File: config.mk
export PLATFORM = sky130hd
export DESIGN_NAME = hrp_host
export DESIGN_NICKNAME = d
export VERILOG_FILES = /design/src/rtl/hrp_pkg.sv /design/src/rtl/hrp_host.sv /design/src/rtl/hrp_sync2.sv
export VERILOG_INCLUDE_DIRS = /design/src /design/src/rtl
export SDC_FILE = /design/constraint.sdc
export NUM_CORES = 1
export LEC_CHECK = 0
export BUFFER_PORTS_ARGS = -buffer_cell sky130_fd_sc_hd__buf_2
export CORE_UTILIZATION = 52
export CTS_BUF_LIST = sky130_fd_sc_hd__clkbuf_4
export CTS_CLUSTER_DIAMETER = 200
export DETAILED_ROUTE_END_ITERATION = 10
export PLACE_DENSITY = 0.77
export SYNTH_ARGS = -nofsm -noshare
export SYNTH_HDL_FRONTEND = slang
export SYNTH_SLANG_ARGS = --single-unit
File: constraint.sdc
create_clock -name clock -period 2.85 [get_ports clock]
set_input_delay 0.57 -clock clock [delete_from_list [all_inputs] [get_ports clock]]
set_output_delay 0.57 -clock clock [all_outputs]
set_load 0.01 [all_outputs]
File: src/rtl/hrp_consts.svh
// Constants for the host register port controller.
// Assumes a 100 MHz clock; all counts are in clock cycles.
`ifndef HRP_CONSTS_SVH
`define HRP_CONSTS_SVH

`define HRP_CLK_PERIOD_NS 10
// Phase times chosen for a slow asynchronous port
`define HRP_SETUP_NS 20
`define HRP_STROBE_NS 60
`define HRP_HOLD_NS 20
`define HRP_RESET_NS 1000
`define HRP_SETUP_CYC ((`HRP_SETUP_NS + `HRP_CLK_PERIOD_NS - 1) / `HRP_CLK_PERIOD_NS)
`define HRP_STROBE_CYC ((`HRP_STROBE_NS + `HRP_CLK_PERIOD_NS - 1) / `HRP_CLK_PERIOD_NS)
`define HRP_HOLD_CYC ((`HRP_HOLD_NS + `HRP_CLK_PERIOD_NS - 1) / `HRP_CLK_PERIOD_NS)
`define HRP_RESET_CYC ((`HRP_RESET_NS + `HRP_CLK_PERIOD_NS - 1) / `HRP_CLK_PERIOD_NS)
`define HRP_CNT_W 8

`endif

File: src/rtl/hrp_pkg.sv
// Types for the host register port controller.
// Used by the controller and its testbench.
package hrp_pkg;
    typedef logic [12:0] hrp_addr_t;
    typedef logic [7:0] hrp_data_t;

    typedef struct packed {
        logic write;
        hrp_addr_t addr;
        hrp_data_t wdata;
    } hrp_req_s;

    typedef struct packed {
        logic chip_select_n;
        logic read_strobe_n;
        logic write_strobe_n;
        hrp_addr_t addr;
        hrp_data_t data_out;
        logic data_oe;
    } hrp_pins_s;

    typedef enum logic [2:0] {
        HRP_IDLE,
        HRP_SETUP,
        HRP_STROBE,
        HRP_HOLD,
        HRP_RESET
    } hrp_state_e;
endpackage : hrp_pkg

File: src/rtl/hrp_host.sv
// Host-side controller for the device's asynchronous 8-bit register port.
// Assumes bus_protocol_select is strapped and only changes under reset;
// the device's data pins and interrupt pin arrive asynchronously.
// Phase lengths are fixed counts; a slower device needs the counts raised.
`timescale 1ns/100ps
`include "hrp_consts.svh"
module hrp_host (
    input wire logic clock,
    input wire logic rst,
    // User request side
    input wire logic req_valid,
    output logic req_ready,
    input wire hrp_pkg::hrp_req_s req,
    output logic rsp_valid,
    output logic [7:0] rsp_rdata,
    input wire logic device_reset_req,
    output logic irq_pending,
    // Strap that also goes straight to the device; the host only reads it
    input wire logic bus_protocol_select,
    // Device pins
    output logic chip_select_n,
    output logic read_strobe_n,
    output logic write_strobe_n,
    output logic [12:0] addr,
    input wire logic [7:0] data_in,
    output logic [7:0] data_out,
    output logic data_oe,
    output logic device_reset_n,
    input wire logic interrupt_out_n
);
    localparam logic [`HRP_CNT_W-1:0] SETUP_CYC = `HRP_CNT_W'(`HRP_SETUP_CYC);
    localparam logic [`HRP_CNT_W-1:0] STROBE_CYC = `HRP_CNT_W'(`HRP_STROBE_CYC);
    localparam logic [`HRP_CNT_W-1:0] HOLD_CYC = `HRP_CNT_W'(`HRP_HOLD_CYC);
    localparam logic [`HRP_CNT_W-1:0] RESET_CYC = `HRP_CNT_W'(`HRP_RESET_CYC);
    // Pin levels between accesses: deselected, strobes high, bus released
    localparam hrp_pkg::hrp_pins_s PINS_IDLE = '{chip_select_n: 1'b1, read_strobe_n: 1'b1,
        write_strobe_n: 1'b1, addr: '0, data_out: '0, data_oe: 1'b0};

    hrp_pkg::hrp_state_e state_ff, nxt_state;
    logic [`HRP_CNT_W-1:0] cnt_ff, nxt_cnt;
    hrp_pkg::hrp_req_s cur_ff;
    hrp_pkg::hrp_pins_s pins_ff, nxt_pins;
    logic rsp_valid_ff;
    logic [7:0] rdata_ff;
    logic mode_ds_ff;
    logic [9:0] sync_out;
    logic strap_sync;
    logic take_req;
    logic dev_reset_n_ff;

    // Data, interrupt and strap cross from asynchronous pins; the strap is
    // quasi-static but still passes two flops so no logic sees it mid-change
    hrp_sync2 #(.WIDTH(10)) u_sync (
        .clock(clock),
        .rst(rst),
        .async_in({bus_protocol_select, ~interrupt_out_n, data_in}),
        .sync_out(sync_out)
    );

    assign strap_sync = sync_out[9];

    // Strobe levels for the active phase of an access in either protocol
    function automatic logic [1:0] strobe_levels(input logic ds_mode, input logic wr);
        if (ds_mode) begin
            // Data strobe low; direction high reads, low writes
            strobe_levels = {1'b0, ~wr};
        end else begin
            // Separate strobes, only one ever low
            strobe_levels = {wr, ~wr};
        end
    endfunction : strobe_levels

    // Idle levels: strobes high; in data strobe mode the direction is high for a read, low for a write
    function automatic logic [1:0] idle_levels(input logic ds_mode, input logic wr);
        idle_levels = ds_mode ? {1'b1, ~wr} : 2'b11;
    endfunction : idle_levels

    // Last cycle of a timed phase; every phase counts down to one
    function automatic logic phase_done(input logic [`HRP_CNT_W-1:0] cnt);
        phase_done = (cnt == `HRP_CNT_W'(1));
    endfunction : phase_done

    // A request is taken only in idle and never while a device reset is asked for
    assign take_req = (state_ff == hrp_pkg::HRP_IDLE) && req_valid && !device_reset_req;

    always_ff @(posedge clock) begin
        if (rst) begin
            mode_ds_ff <= 1'b0;
        end else if (state_ff == hrp_pkg::HRP_RESET) begin
            // Strap caught while the device is held in reset
            mode_ds_ff <= strap_sync;
        end
    end

    always_comb begin
        nxt_state = state_ff;
        nxt_cnt = cnt_ff;
        nxt_pins = pins_ff;
        unique case (state_ff)
            hrp_pkg::HRP_IDLE: begin
                if (device_reset_req) begin
                    nxt_state = hrp_pkg::HRP_RESET;
                    nxt_cnt = RESET_CYC;
                end else if (req_valid) begin
                    // Address and select set up before the strobe
                    nxt_state = hrp_pkg::HRP_SETUP;
                    nxt_cnt = SETUP_CYC;
                    nxt_pins.chip_select_n = 1'b0;
                    nxt_pins.addr = req.addr;
                    nxt_pins.data_out = req.wdata;
                    nxt_pins.data_oe = req.write;
                    {nxt_pins.read_strobe_n, nxt_pins.write_strobe_n} =
                        idle_levels(mode_ds_ff, req.write);
                end
            end
            hrp_pkg::HRP_SETUP: begin
                nxt_cnt = cnt_ff - `HRP_CNT_W'(1);
                if (phase_done(cnt_ff)) begin
                    nxt_state = hrp_pkg::HRP_STROBE;
                    nxt_cnt = STROBE_CYC;
                    {nxt_pins.read_strobe_n, nxt_pins.write_strobe_n} =
                        strobe_levels(mode_ds_ff, cur_ff.write);
                end
            end
            hrp_pkg::HRP_STROBE: begin
                nxt_cnt = cnt_ff - `HRP_CNT_W'(1);
                if (phase_done(cnt_ff)) begin
                    // Strobe rises while select is still low, so the write lands
                    nxt_state = hrp_pkg::HRP_HOLD;
                    nxt_cnt = HOLD_CYC;
                    {nxt_pins.read_strobe_n, nxt_pins.write_strobe_n} =
                        idle_levels(mode_ds_ff, cur_ff.write);
                end
            end
            hrp_pkg::HRP_HOLD: begin
                nxt_cnt = cnt_ff - `HRP_CNT_W'(1);
                if (phase_done(cnt_ff)) begin
                    nxt_state = hrp_pkg::HRP_IDLE;
                    nxt_pins.chip_select_n = 1'b1;
                    nxt_pins.data_oe = 1'b0;
                    {nxt_pins.read_strobe_n, nxt_pins.write_strobe_n} =
                        idle_levels(mode_ds_ff, 1'b0);
                end
            end
            hrp_pkg::HRP_RESET: begin
                nxt_cnt = cnt_ff - `HRP_CNT_W'(1);
                if (phase_done(cnt_ff)) begin
                    nxt_state = hrp_pkg::HRP_IDLE;
                    {nxt_pins.read_strobe_n, nxt_pins.write_strobe_n} =
                        idle_levels(strap_sync, 1'b0);
                end
            end
            // Codes outside the enum send the port back to a safe idle
            default: begin
                nxt_state = hrp_pkg::HRP_IDLE;
                nxt_cnt = '0;
                nxt_pins = PINS_IDLE;
            end
        endcase
    end

    always_ff @(posedge clock) begin
        if (rst) begin
            state_ff <= hrp_pkg::HRP_IDLE;
            cnt_ff <= '0;
            pins_ff <= PINS_IDLE;
        end else begin
            state_ff <= nxt_state;
            cnt_ff <= nxt_cnt;
            pins_ff <= nxt_pins;
        end
    end

    always_ff @(posedge clock) begin
        if (rst) begin
            cur_ff <= '0;
        end else if (take_req) begin
            cur_ff <= req;
        end
    end

    // Read data is sampled at the end of the strobe; the two-flop delay
    // is covered because the strobe lasts well over two cycles
    always_ff @(posedge clock) begin
        if (rst) begin
            rsp_valid_ff <= 1'b0;
            rdata_ff <= '0;
        end else begin
            rsp_valid_ff <= 1'b0;
            if (state_ff == hrp_pkg::HRP_STROBE && phase_done(cnt_ff) && !cur_ff.write) begin
                rdata_ff <= sync_out[7:0];
            end
            if (state_ff == hrp_pkg::HRP_HOLD && phase_done(cnt_ff)) begin
                rsp_valid_ff <= 1'b1;
            end
        end
    end

    // Reset pin comes from a flop so it cannot glitch while the state decodes;
    // it follows the state register exactly, one pulse of RESET_CYC cycles
    always_ff @(posedge clock) begin
        if (rst) begin
            dev_reset_n_ff <= 1'b1;
        end else begin
            dev_reset_n_ff <= (nxt_state != hrp_pkg::HRP_RESET);
        end
    end

    assign req_ready = (state_ff == hrp_pkg::HRP_IDLE) && !device_reset_req;
    assign rsp_valid = rsp_valid_ff;
    assign rsp_rdata = rdata_ff;
    // Masking and clearing live in device registers; the pin only reports
    assign irq_pending = sync_out[8];
    assign chip_select_n = pins_ff.chip_select_n;
    assign read_strobe_n = pins_ff.read_strobe_n;
    assign write_strobe_n = pins_ff.write_strobe_n;
    assign addr = pins_ff.addr;
    assign data_out = pins_ff.data_out;
    assign data_oe = pins_ff.data_oe;
    assign device_reset_n = dev_reset_n_ff;
endmodule : hrp_host

File: src/rtl/hrp_sync2.sv
// Two-flop synchroniser for a few asynchronous input pins.
// Assumes the pins are quasi-static or sampled for levels only.
`timescale 1ns/100ps
module hrp_sync2 #(
    parameter int WIDTH = 1
) (
    input wire logic clock,
    input wire logic rst,
    input wire logic [WIDTH-1:0] async_in,
    output logic [WIDTH-1:0] sync_out
);
    logic [WIDTH-1:0] meta_ff;
    logic [WIDTH-1:0] sync_ff;

    always_ff @(posedge clock) begin
        if (rst) begin
            meta_ff <= '0;
            sync_ff <= '0;
        end else begin
            meta_ff <= async_in;
            sync_ff <= meta_ff;
        end
    end

    assign sync_out = sync_ff;
endmodule : hrp_sync2

==> PnR_summary.wiki, run 1 <==
{| class="wikitable"
! Metric !! Value
|-
| Run status || finished, final reports clean
|-
| Power density relative to cell area || approximately 630 nW/um^2
|-
| Via density per instance || 5.18
|-
| Top cell family by delay on the critical path || simple AND/OR/NAND/NOR gates
|-
| Switching Fraction || 28.9%
|-
| Max-cap violations || 0
|-
| Placed cell count || 392
|-
| Full die area || 5300 sq um
|-
| Time the final worst path needs with I/O delays and setup || 2.32 ns
|-
| Top_reg_cell synth || sky130_fd_sc_hd__dfxtp_1
|-
| Number of buffers and inverters on the critical path || 1
|-
| Starting DRC count in detailed routing || 216
|-
| Die Span X || 72.8 um
|-
| Fraction of met1 tracks used by global routing || 28.3%
|-
| Maximum operating frequency || 432 MHz
|-
| Number of cell rows || 25
|-
| Class of the tightest hold or removal check || in -> reg
|-
| Remaining global-route overflow || 0
|-
| Comb power frac || 15.5%
|-
| Part of the Yosys area used for sequential elements || 52.2%
|-
| Post-DP HPWL || 3.57 mm
|-
| Area inside the core boundary || 4790 sq um
|-
| Actual slew at the worst max-slew pin || 0.699 ns
|-
| Starting Density || 54.5%
|-
| CP Class || reg -> reg
|-
| Yosys Warn Count || 0
|-
| Via count of the first global-routing pass || 1,807
|-
| Die H || 72.8 um
|-
| Via count of the routed design || 2,115
|-
| Cells after Synth || 268
|-
| Count of flip-flops with a built-in enable after synthesis || 0
|-
| Post-synthesis cell area || 2610 sq um
|-
| Adder-cell share of the synthesized area || 0.959%
|-
| Worst endpoint required time || approximately 3.2 ns
|-
| Final setup violation count || 0
|-
| Distinct cell type count after synthesis || 54
|-
| Count of pins over their slew limit || 0
|-
| Peak-usage layer in the global routing report || met2
|-
| Worst path arrival time || 2.62 ns
|-
| Share of total power in sequential cells || between 50 and 60%
|-
| CTS resizes || 0
|-
| Reported leakage power || roughly 1.4 nW
|-
| Total length of routed wires || between 5 and 6 mm
|-
| Number of hold buffers added after CTS || 0
|-
| H-tree depth || 3
|-
| Basic-gate share of the synthesized area counting and, or, nand and nor cells || 20.2%
|-
| Worst min-delay path startpoint || interrupt_out_n
|-
| Async SR Flop Fraction || 0%
|-
| Final period util || 81.3%
|-
| Number of sinks handled by clock tree synthesis || 68
|-
| Fraction of final layout cells sized beyond drive strength 1 || just over 30%
|-
| Crit. Startpoint || cnt_ff[1]
|-
| Wire length of the first global-routing pass || around 8.5 mm
|-
| Number of flip-flops and latches in the synthesized netlist || between 60 and 70
|-
| Clock buffer count from CTS || 9
|-
| Avg Synthesized Cell Area || 9.73 sq um
|-
| Pin count of the biggest net entering global routing || 37
|-
| Clock-pin slew reported for the worst setup and hold paths after clock tree synthesis || between 0.1 and 0.15 ns
|-
| Number of nets produced by synthesis || between 300 and 400
|-
| Sum of negative setup slack || 0 ns
|-
| Clock latency of the later-clocked register in the worst-skew pair || 0.42 ns
|-
| Global Route met2 Usage || 31.6%
|-
| Switching component of the power || 0.576 mW
|-
| Routability cong. || approximately 0.84
|-
| Fraction of met3 tracks used by global routing || around 5.1%
|-
| Wire length per cell after detailed routing || 13.0 um
|-
| Detailed-router iteration count before antenna repair || 4
|-
| Max IR drop VDD || 0.453 mV
|-
| Slowest cell on the critical path || sky130_fd_sc_hd__or3b_2
|-
| Multiplexer share of the synthesized area || 3.45%
|-
| Ports placed on the boundary || 73
|-
| All-Layer GR Usage || 21.3%
|-
| Biggest cell delay along the critical path || around 0.53 ns
|-
| Antenna Cells || 0
|-
| Internal power || 1.41 mW
|-
| Initial antenna violation count || 0
|-
| Number of post-CTS setup repair buffers || 0
|-
| Post-Synth XOR/XNOR Area || under 10%
|-
| Synth Area in Compound Gates || between 10% and 20%
|-
| Layout Nets || 374
|-
| Final hold violations || 0
|-
| Antenna Nets Post-Route || 0
|-
| Sort of element at the start of the critical path || flop
|-
| CTS tree || yes
|-
| Cell chosen for the clock root || sky130_fd_sc_hd__clkbuf_4
|-
| Worst slack after detailed placement || 0.551 ns
|-
| Worst setup slack after layout || around 0.53 ns
|-
| Count of input and output buffers || 72
|-
| Slew margin rel. || a little over half
|-
| Combinational family with the most area after synthesis || simple AND/OR/NAND/NOR gates
|-
| Category of the worst setup path capture point || flop
|-
| Unrepaired setup endpoints after global routing || false
|-
| Number of remaining DRC errors || 0
|-
| Launch instance of the worst register-to-register path || cnt_ff[1]
|-
| Fin cells || 408
|-
| Cell-by-cell trace of the critical path || inv_1 > ha_1 > or3b_2 > nor2_8 > nand4b_1 > mux2i_1 > nor2_1
|-
| Layout overhead on the synthesized area || 20.2%
|-
| Worst Path Max Fanout || 8
|-
| Worst Skew || 0.0143 ns
|-
| Proportion of power drawn by the clock network || 31.7%
|-
| Maximum clock insertion buffer count || 2
|-
| Count of filler cells inserted in the layout || 410
|}
worst paths after layout:
check	slack (ns)	to	depth (start not counted)
worst max-delay path	0.53	rsp_rdata[4]	7
worst min-delay path	0.31	u_sync.meta_ff[8]	2
worst max register to register	0.53	rsp_rdata[4]	7
worst min register to register	0.45	u_sync.sync_out[7]	1
kinds of logic (layout without fill, tap and decap cells):
logic type | Yosys count | count (layout)
AND/OR/NAND/NOR | 97 | 97
flip-flops | 68 | 68
XOR/XNOR | 3 | 3
adder cells (fa/ha/maj) | 2 | 2
multiplexers | 9 | 9
buffers and inverters | 24 | 97
AO/OA/AOI/OAI | 65 | 65
state kept, by name, summed over array words and instances, names as in the netlist:
| register | count |
|---|---|
| addr | 13 |
| chip_select_n | 1 |
| cnt_ff | 8 |
| cur_ff | 1 |
| data_oe | 1 |
| data_out | 8 |
| device_reset_n | 1 |
| mode_ds_ff | 1 |
| read_strobe_n | 1 |
| rsp_rdata | 8 |
| rsp_valid | 1 |
| state_ff | 3 |
| u_sync.meta_ff | 10 |
| u_sync.sync_out | 10 |
| write_strobe_n | 1 |
power groups by stage:
stage / logic [mW] / registers [mW] / clock network [mW]
after floorplan: 0.221 / 1.06 / 0
after global placement: 0.300 / 1.07 / 0
after detailed placement: 0.307 / 1.07 / 0
after CTS: 0.309 / 1.05 / 0.643
after global routing: 0.343 / 1.06 / 0.691
final: 0.309 / 1.05 / 0.631
placed cells by master, fill, tap and decap left out, types with 2 or more instances in the layout:
| cell type | n |
|---|---|
| sky130_fd_sc_hd__or3b_2 | 2 |
| sky130_fd_sc_hd__or2_1 | 2 |
| sky130_fd_sc_hd__o21ai_0 | 6 |
| sky130_fd_sc_hd__clkbuf_4 | 9 |
| sky130_fd_sc_hd__a21boi_0 | 3 |
| sky130_fd_sc_hd__inv_1 | 6 |
| sky130_fd_sc_hd__o21bai_1 | 2 |
| sky130_fd_sc_hd__a21oi_1 | 11 |
| sky130_fd_sc_hd__or3_1 | 2 |
| sky130_fd_sc_hd__clkinvlp_4 | 2 |
| sky130_fd_sc_hd__dfxtp_1 | 68 |
| sky130_fd_sc_hd__clkinv_4 | 2 |
| sky130_fd_sc_hd__ha_1 | 2 |
| sky130_fd_sc_hd__buf_4 | 3 |
| sky130_fd_sc_hd__nor2_1 | 38 |
| sky130_fd_sc_hd__nor4_1 | 3 |
| sky130_fd_sc_hd__xor2_1 | 2 |
| sky130_fd_sc_hd__nand3b_1 | 2 |
| sky130_fd_sc_hd__o31ai_1 | 2 |
| sky130_fd_sc_hd__nor2b_1 | 19 |
| sky130_fd_sc_hd__a22oi_1 | 21 |
| sky130_fd_sc_hd__nand2_1 | 9 |
| sky130_fd_sc_hd__o22ai_1 | 2 |
| sky130_fd_sc_hd__nor3_1 | 5 |
| sky130_fd_sc_hd__o32ai_1 | 3 |
| sky130_fd_sc_hd__mux2i_1 | 9 |
| sky130_fd_sc_hd__nand2b_1 | 4 |
| sky130_fd_sc_hd__buf_2 | 72 |
cells in the mapped netlist (all sizes together) (3+ instances only):
cell | number | area (sq um)
nor2 | 40 | 169
nor3 | 5 | 25.0
nand2b | 4 | 25.0
inv | 6 | 22.5
o32ai | 3 | 26.3
a21boi | 3 | 22.5
mux2i | 9 | 90.1
or2 | 3 | 18.8
a22oi | 21 | 158
clkbuf | 10 | 37.5
buf | 8 | 45.0
a21oi | 11 | 55.1
o21ai | 6 | 30.0
nor4 | 3 | 18.8
nor2b | 19 | 119
dfxtp | 68 | 1360
nand2 | 10 | 45.0
metal layers:
layer / routed length, um / part of all wire [%] / vias to the layer above
li1: - / - / 1083
met1: 2600 / 49 / 961
met2: 2370 / 45 / 59
met3: 207 / 3.9 / 12
met4: 126 / 2.4 / 0
met5: 0 / 0 / -
worst register-to-register path, cell delays in order (launching register included):
cell and delay (ns):
sky130_fd_sc_hd__dfxtp_1 0.35, sky130_fd_sc_hd__inv_1 0.10, sky130_fd_sc_hd__ha_1 0.14, sky130_fd_sc_hd__or3b_2 0.53, sky130_fd_sc_hd__nor2_8 0.18, sky130_fd_sc_hd__nand4b_1 0.51, sky130_fd_sc_hd__mux2i_1 0.34, sky130_fd_sc_hd__nor2_1 0.06
through the flow:
| stage | hold WS, ns | power [mW] | util [%] | instance area (sq um) |
|---|---|---|---|---|
| 3_3_place_gp | 0.416 | 1.37 | 62.5 | 2990 |
| 4_1_cts | 0.287 | 2.00 | 65.5 | 3140 |
| 2_1_floorplan | 0.414 | 1.28 | - | 2610 |
| 6_report | 0.306 | 1.99 | 65.5 | 3140 |
| 5_1_grt | 0.281 | 2.09 | 65.5 | 3140 |
| 3_5_place_dp | 0.424 | 1.38 | 62.5 | 2990 |
cell type report:
type | instances | area (sq um) | area share, %
timing repair buffer | 75 | 383 | 12.2
tap | 67 | 83.8 | 2.67
sequential | 68 | 1360 | 43.4
clock buffer | 9 | 67.6 | 2.15
multi-input combinational | 176 | 1140 | 36.4
clock inverter | 7 | 76.3 | 2.43
inverter | 6 | 22.5 | 0.718
Note: power is estimated with default switching activity, not from simulation.
==> run 2: changes to the inputs <==
- clock period: 2.85 -> 2.2 ns (I/O delays scaled with it)
==> PnR_summary.wiki, run 2 (same netlist as run 1, synthesis figures left out) <==
{| class="wikitable"
! Metric !! Value
|-
| Power density relative to cell area || 776 nW/um^2
|-
| Wire length per cell after detailed routing || between 10 and 15 um
|-
| Maximum operating frequency || between 400 and 500 MHz
|-
| Layout Nets || 381
|-
| Starting Density || 54.5%
|-
| Worst setup slack after layout || 0.150 ns
|-
| Via count of the routed design || 2,186
|-
| Number of flip-flops in the largest register || 13
|-
| Starting DRC count in detailed routing || 189
|-
| Wire length of the first global-routing pass || between 8 and 9 mm
|-
| Worst Skew || 0.0126 ns
|-
| Class of the tightest hold or removal check || in -> reg
|-
| CTS resizes || 0
|-
| Fraction of met3 tracks used by global routing || approximately 5.8%
|-
| Unrepaired setup endpoints after global routing || false
|-
| Clock buffer count from CTS || 9
|-
| Time the final worst path needs with I/O delays and setup || 2.05 ns
|-
| Clock latency of the later-clocked register in the worst-skew pair || just over 0.4 ns
|-
| Max IR drop VDD || approximately 0.4 mV
|-
| Maximum clock insertion buffer count || 2
|-
| Power Total || 2.45 mW
|-
| Detailed-router iteration count before antenna repair || 4
|-
| Fraction of final layout cells sized beyond drive strength 1 || 31.6%
|-
| Reported leakage power || between 1 and 1.5 nW
|-
| All-Layer GR Usage || 20.7%
|-
| Biggest cell delay along the critical path || just under 0.4 ns
|-
| Top cell family by delay on the critical path || simple AND/OR/NAND/NOR gates
|-
| CTS tree || yes
|-
| Full die area || 5300 sq um
|-
| Worst slack after detailed placement || between 0.2 and 0.3 ns
|-
| Count of pins over their slew limit || 0
|-
| Number of cell rows || 25
|-
| Count of filler cells inserted in the layout || 389
|-
| Via density per instance || 5.27
|-
| Cell chosen for the clock root || sky130_fd_sc_hd__clkbuf_4
|-
| Ports placed on the boundary || 73
|-
| Die Span X || 72.8 um
|-
| Total length of routed wires || 5.28 mm
|-
| Routability cong. || approximately 0.83
|-
| Number of hold buffers added after CTS || 0
|-
| Count of input and output buffers || 72
|-
| Antenna Cells || 0
|-
| Worst path arrival time || ~1.6 ns
|-
| Final hold violations || 0
|-
| Cell-by-cell trace of the critical path || buf_4 > or2_2 > nor3_1 > buf_2
|-
| Number of remaining DRC errors || 0
|-
| Run status || finished, final reports clean
|-
| Slew margin rel. || 56.3%
|-
| Die H || 72.8 um
|-
| Fraction of met1 tracks used by global routing || a little over a quarter
|-
| Initial antenna violation count || 0
|-
| Clock-pin slew reported for the worst setup and hold paths after clock tree synthesis || 0.12 ns
|-
| Sum of negative setup slack || 0 ns
|-
| Sort of element at the start of the critical path || flop
|-
| CP Class || reg -> out
|-
| R2R depth || 7
|-
| Max-cap violations || 0
|-
| Antenna Nets Post-Route || 0
|-
| Area inside the core boundary || 4790 sq um
|-
| Total number of cells along the worst setup path || 4
|-
| Pin count of the biggest net entering global routing || 40
|-
| Global Route met2 Usage || 31.9%
|-
| Slowest cell on the critical path || sky130_fd_sc_hd__dfxtp_1
|-
| Layout overhead on the synthesized area || 21.3%
|-
| Number of post-CTS setup repair buffers || 0
|-
| Count of cells along the worst hold path || 2
|-
| Final setup violation count || 0
|-
| Number of buffers and inverters on the critical path || 2
|-
| Remaining global-route overflow || 0
|-
| Most frequent standard cell in the layout excluding fill and tap cells || sky130_fd_sc_hd__buf_2
|-
| H-tree depth || 3
|-
| Number of sinks handled by clock tree synthesis || 68
|-
| Category of the worst setup path capture point || primary output
|-
| Worst endpoint required time || 1.76 ns
|-
| Post-DP HPWL || between 3 and 4 mm
|-
| Most frequent cells in the layout || sky130_fd_sc_hd__buf_2 (72), sky130_fd_sc_hd__dfxtp_1 (68), sky130_fd_sc_hd__nor2_1 (38)
|-
| Via count of the first global-routing pass || 1,831
|-
| Actual slew at the worst max-slew pin || approximately 0.66 ns
|-
| Worst Path Max Fanout || 7
|-
| Final period util || 93.2%
|-
| Peak-usage layer in the global routing report || met2
|}
## run 2: path summary, 6_finish.rpt
kind,startpoint,endpoint,slack [ns]
hold / removal,interrupt_out_n,u_sync.meta_ff[8],0.17
hold reg to reg,u_sync.meta_ff[5],u_sync.sync_out[5],0.45
setup / recovery,state_ff[0],req_ready,0.15
setup reg to reg,cnt_ff[1],cnt_ff[3],0.23
## run 2: cell type report
class | count | area [sq um] | area share (%)
clock inverter | 7 | 51.3 | 1.62
sequential | 68 | 1360 | 43.0
clock buffer | 9 | 67.6 | 2.14
tap | 67 | 83.8 | 2.65
inverter | 6 | 22.5 | 0.712
multi-input combinational | 176 | 1140 | 36.1
timing repair buffer | 82 | 435 | 13.8
## run 2: power breakdown
group | switching, mW | internal, mW | total, mW | leakage (nW)
sequential | 0.0519 | 1.30 | 1.35 | 0.557
clock | 0.449 | 0.235 | 0.683 | 0.0623
combinational | 0.231 | 0.190 | 0.420 | 0.830
total | 0.731 | 1.72 | 2.45 | 1.45
## run 2: stage by stage
stage / utilization (%) / hold WS, ns / cell area, sq um / std cells
2_1_floorplan: - / 0.414 / 2610 / 268
3_3_place_gp: 63.6 / 0.418 / 3050 / 399
3_5_place_dp: 63.6 / 0.420 / 3050 / 399
4_1_cts: 66.1 / 0.151 / 3160 / 415
5_1_grt: 66.1 / 0.132 / 3160 / 415
6_report: 66.1 / 0.169 / 3160 / 415
## run 2: per-layer routing
metal / part of all wire (%) / wire length, um
met5: 0 / 0
met4: 2.0 / 106
met2: 46 / 2410
met3: 6.3 / 335
met1: 46 / 2430
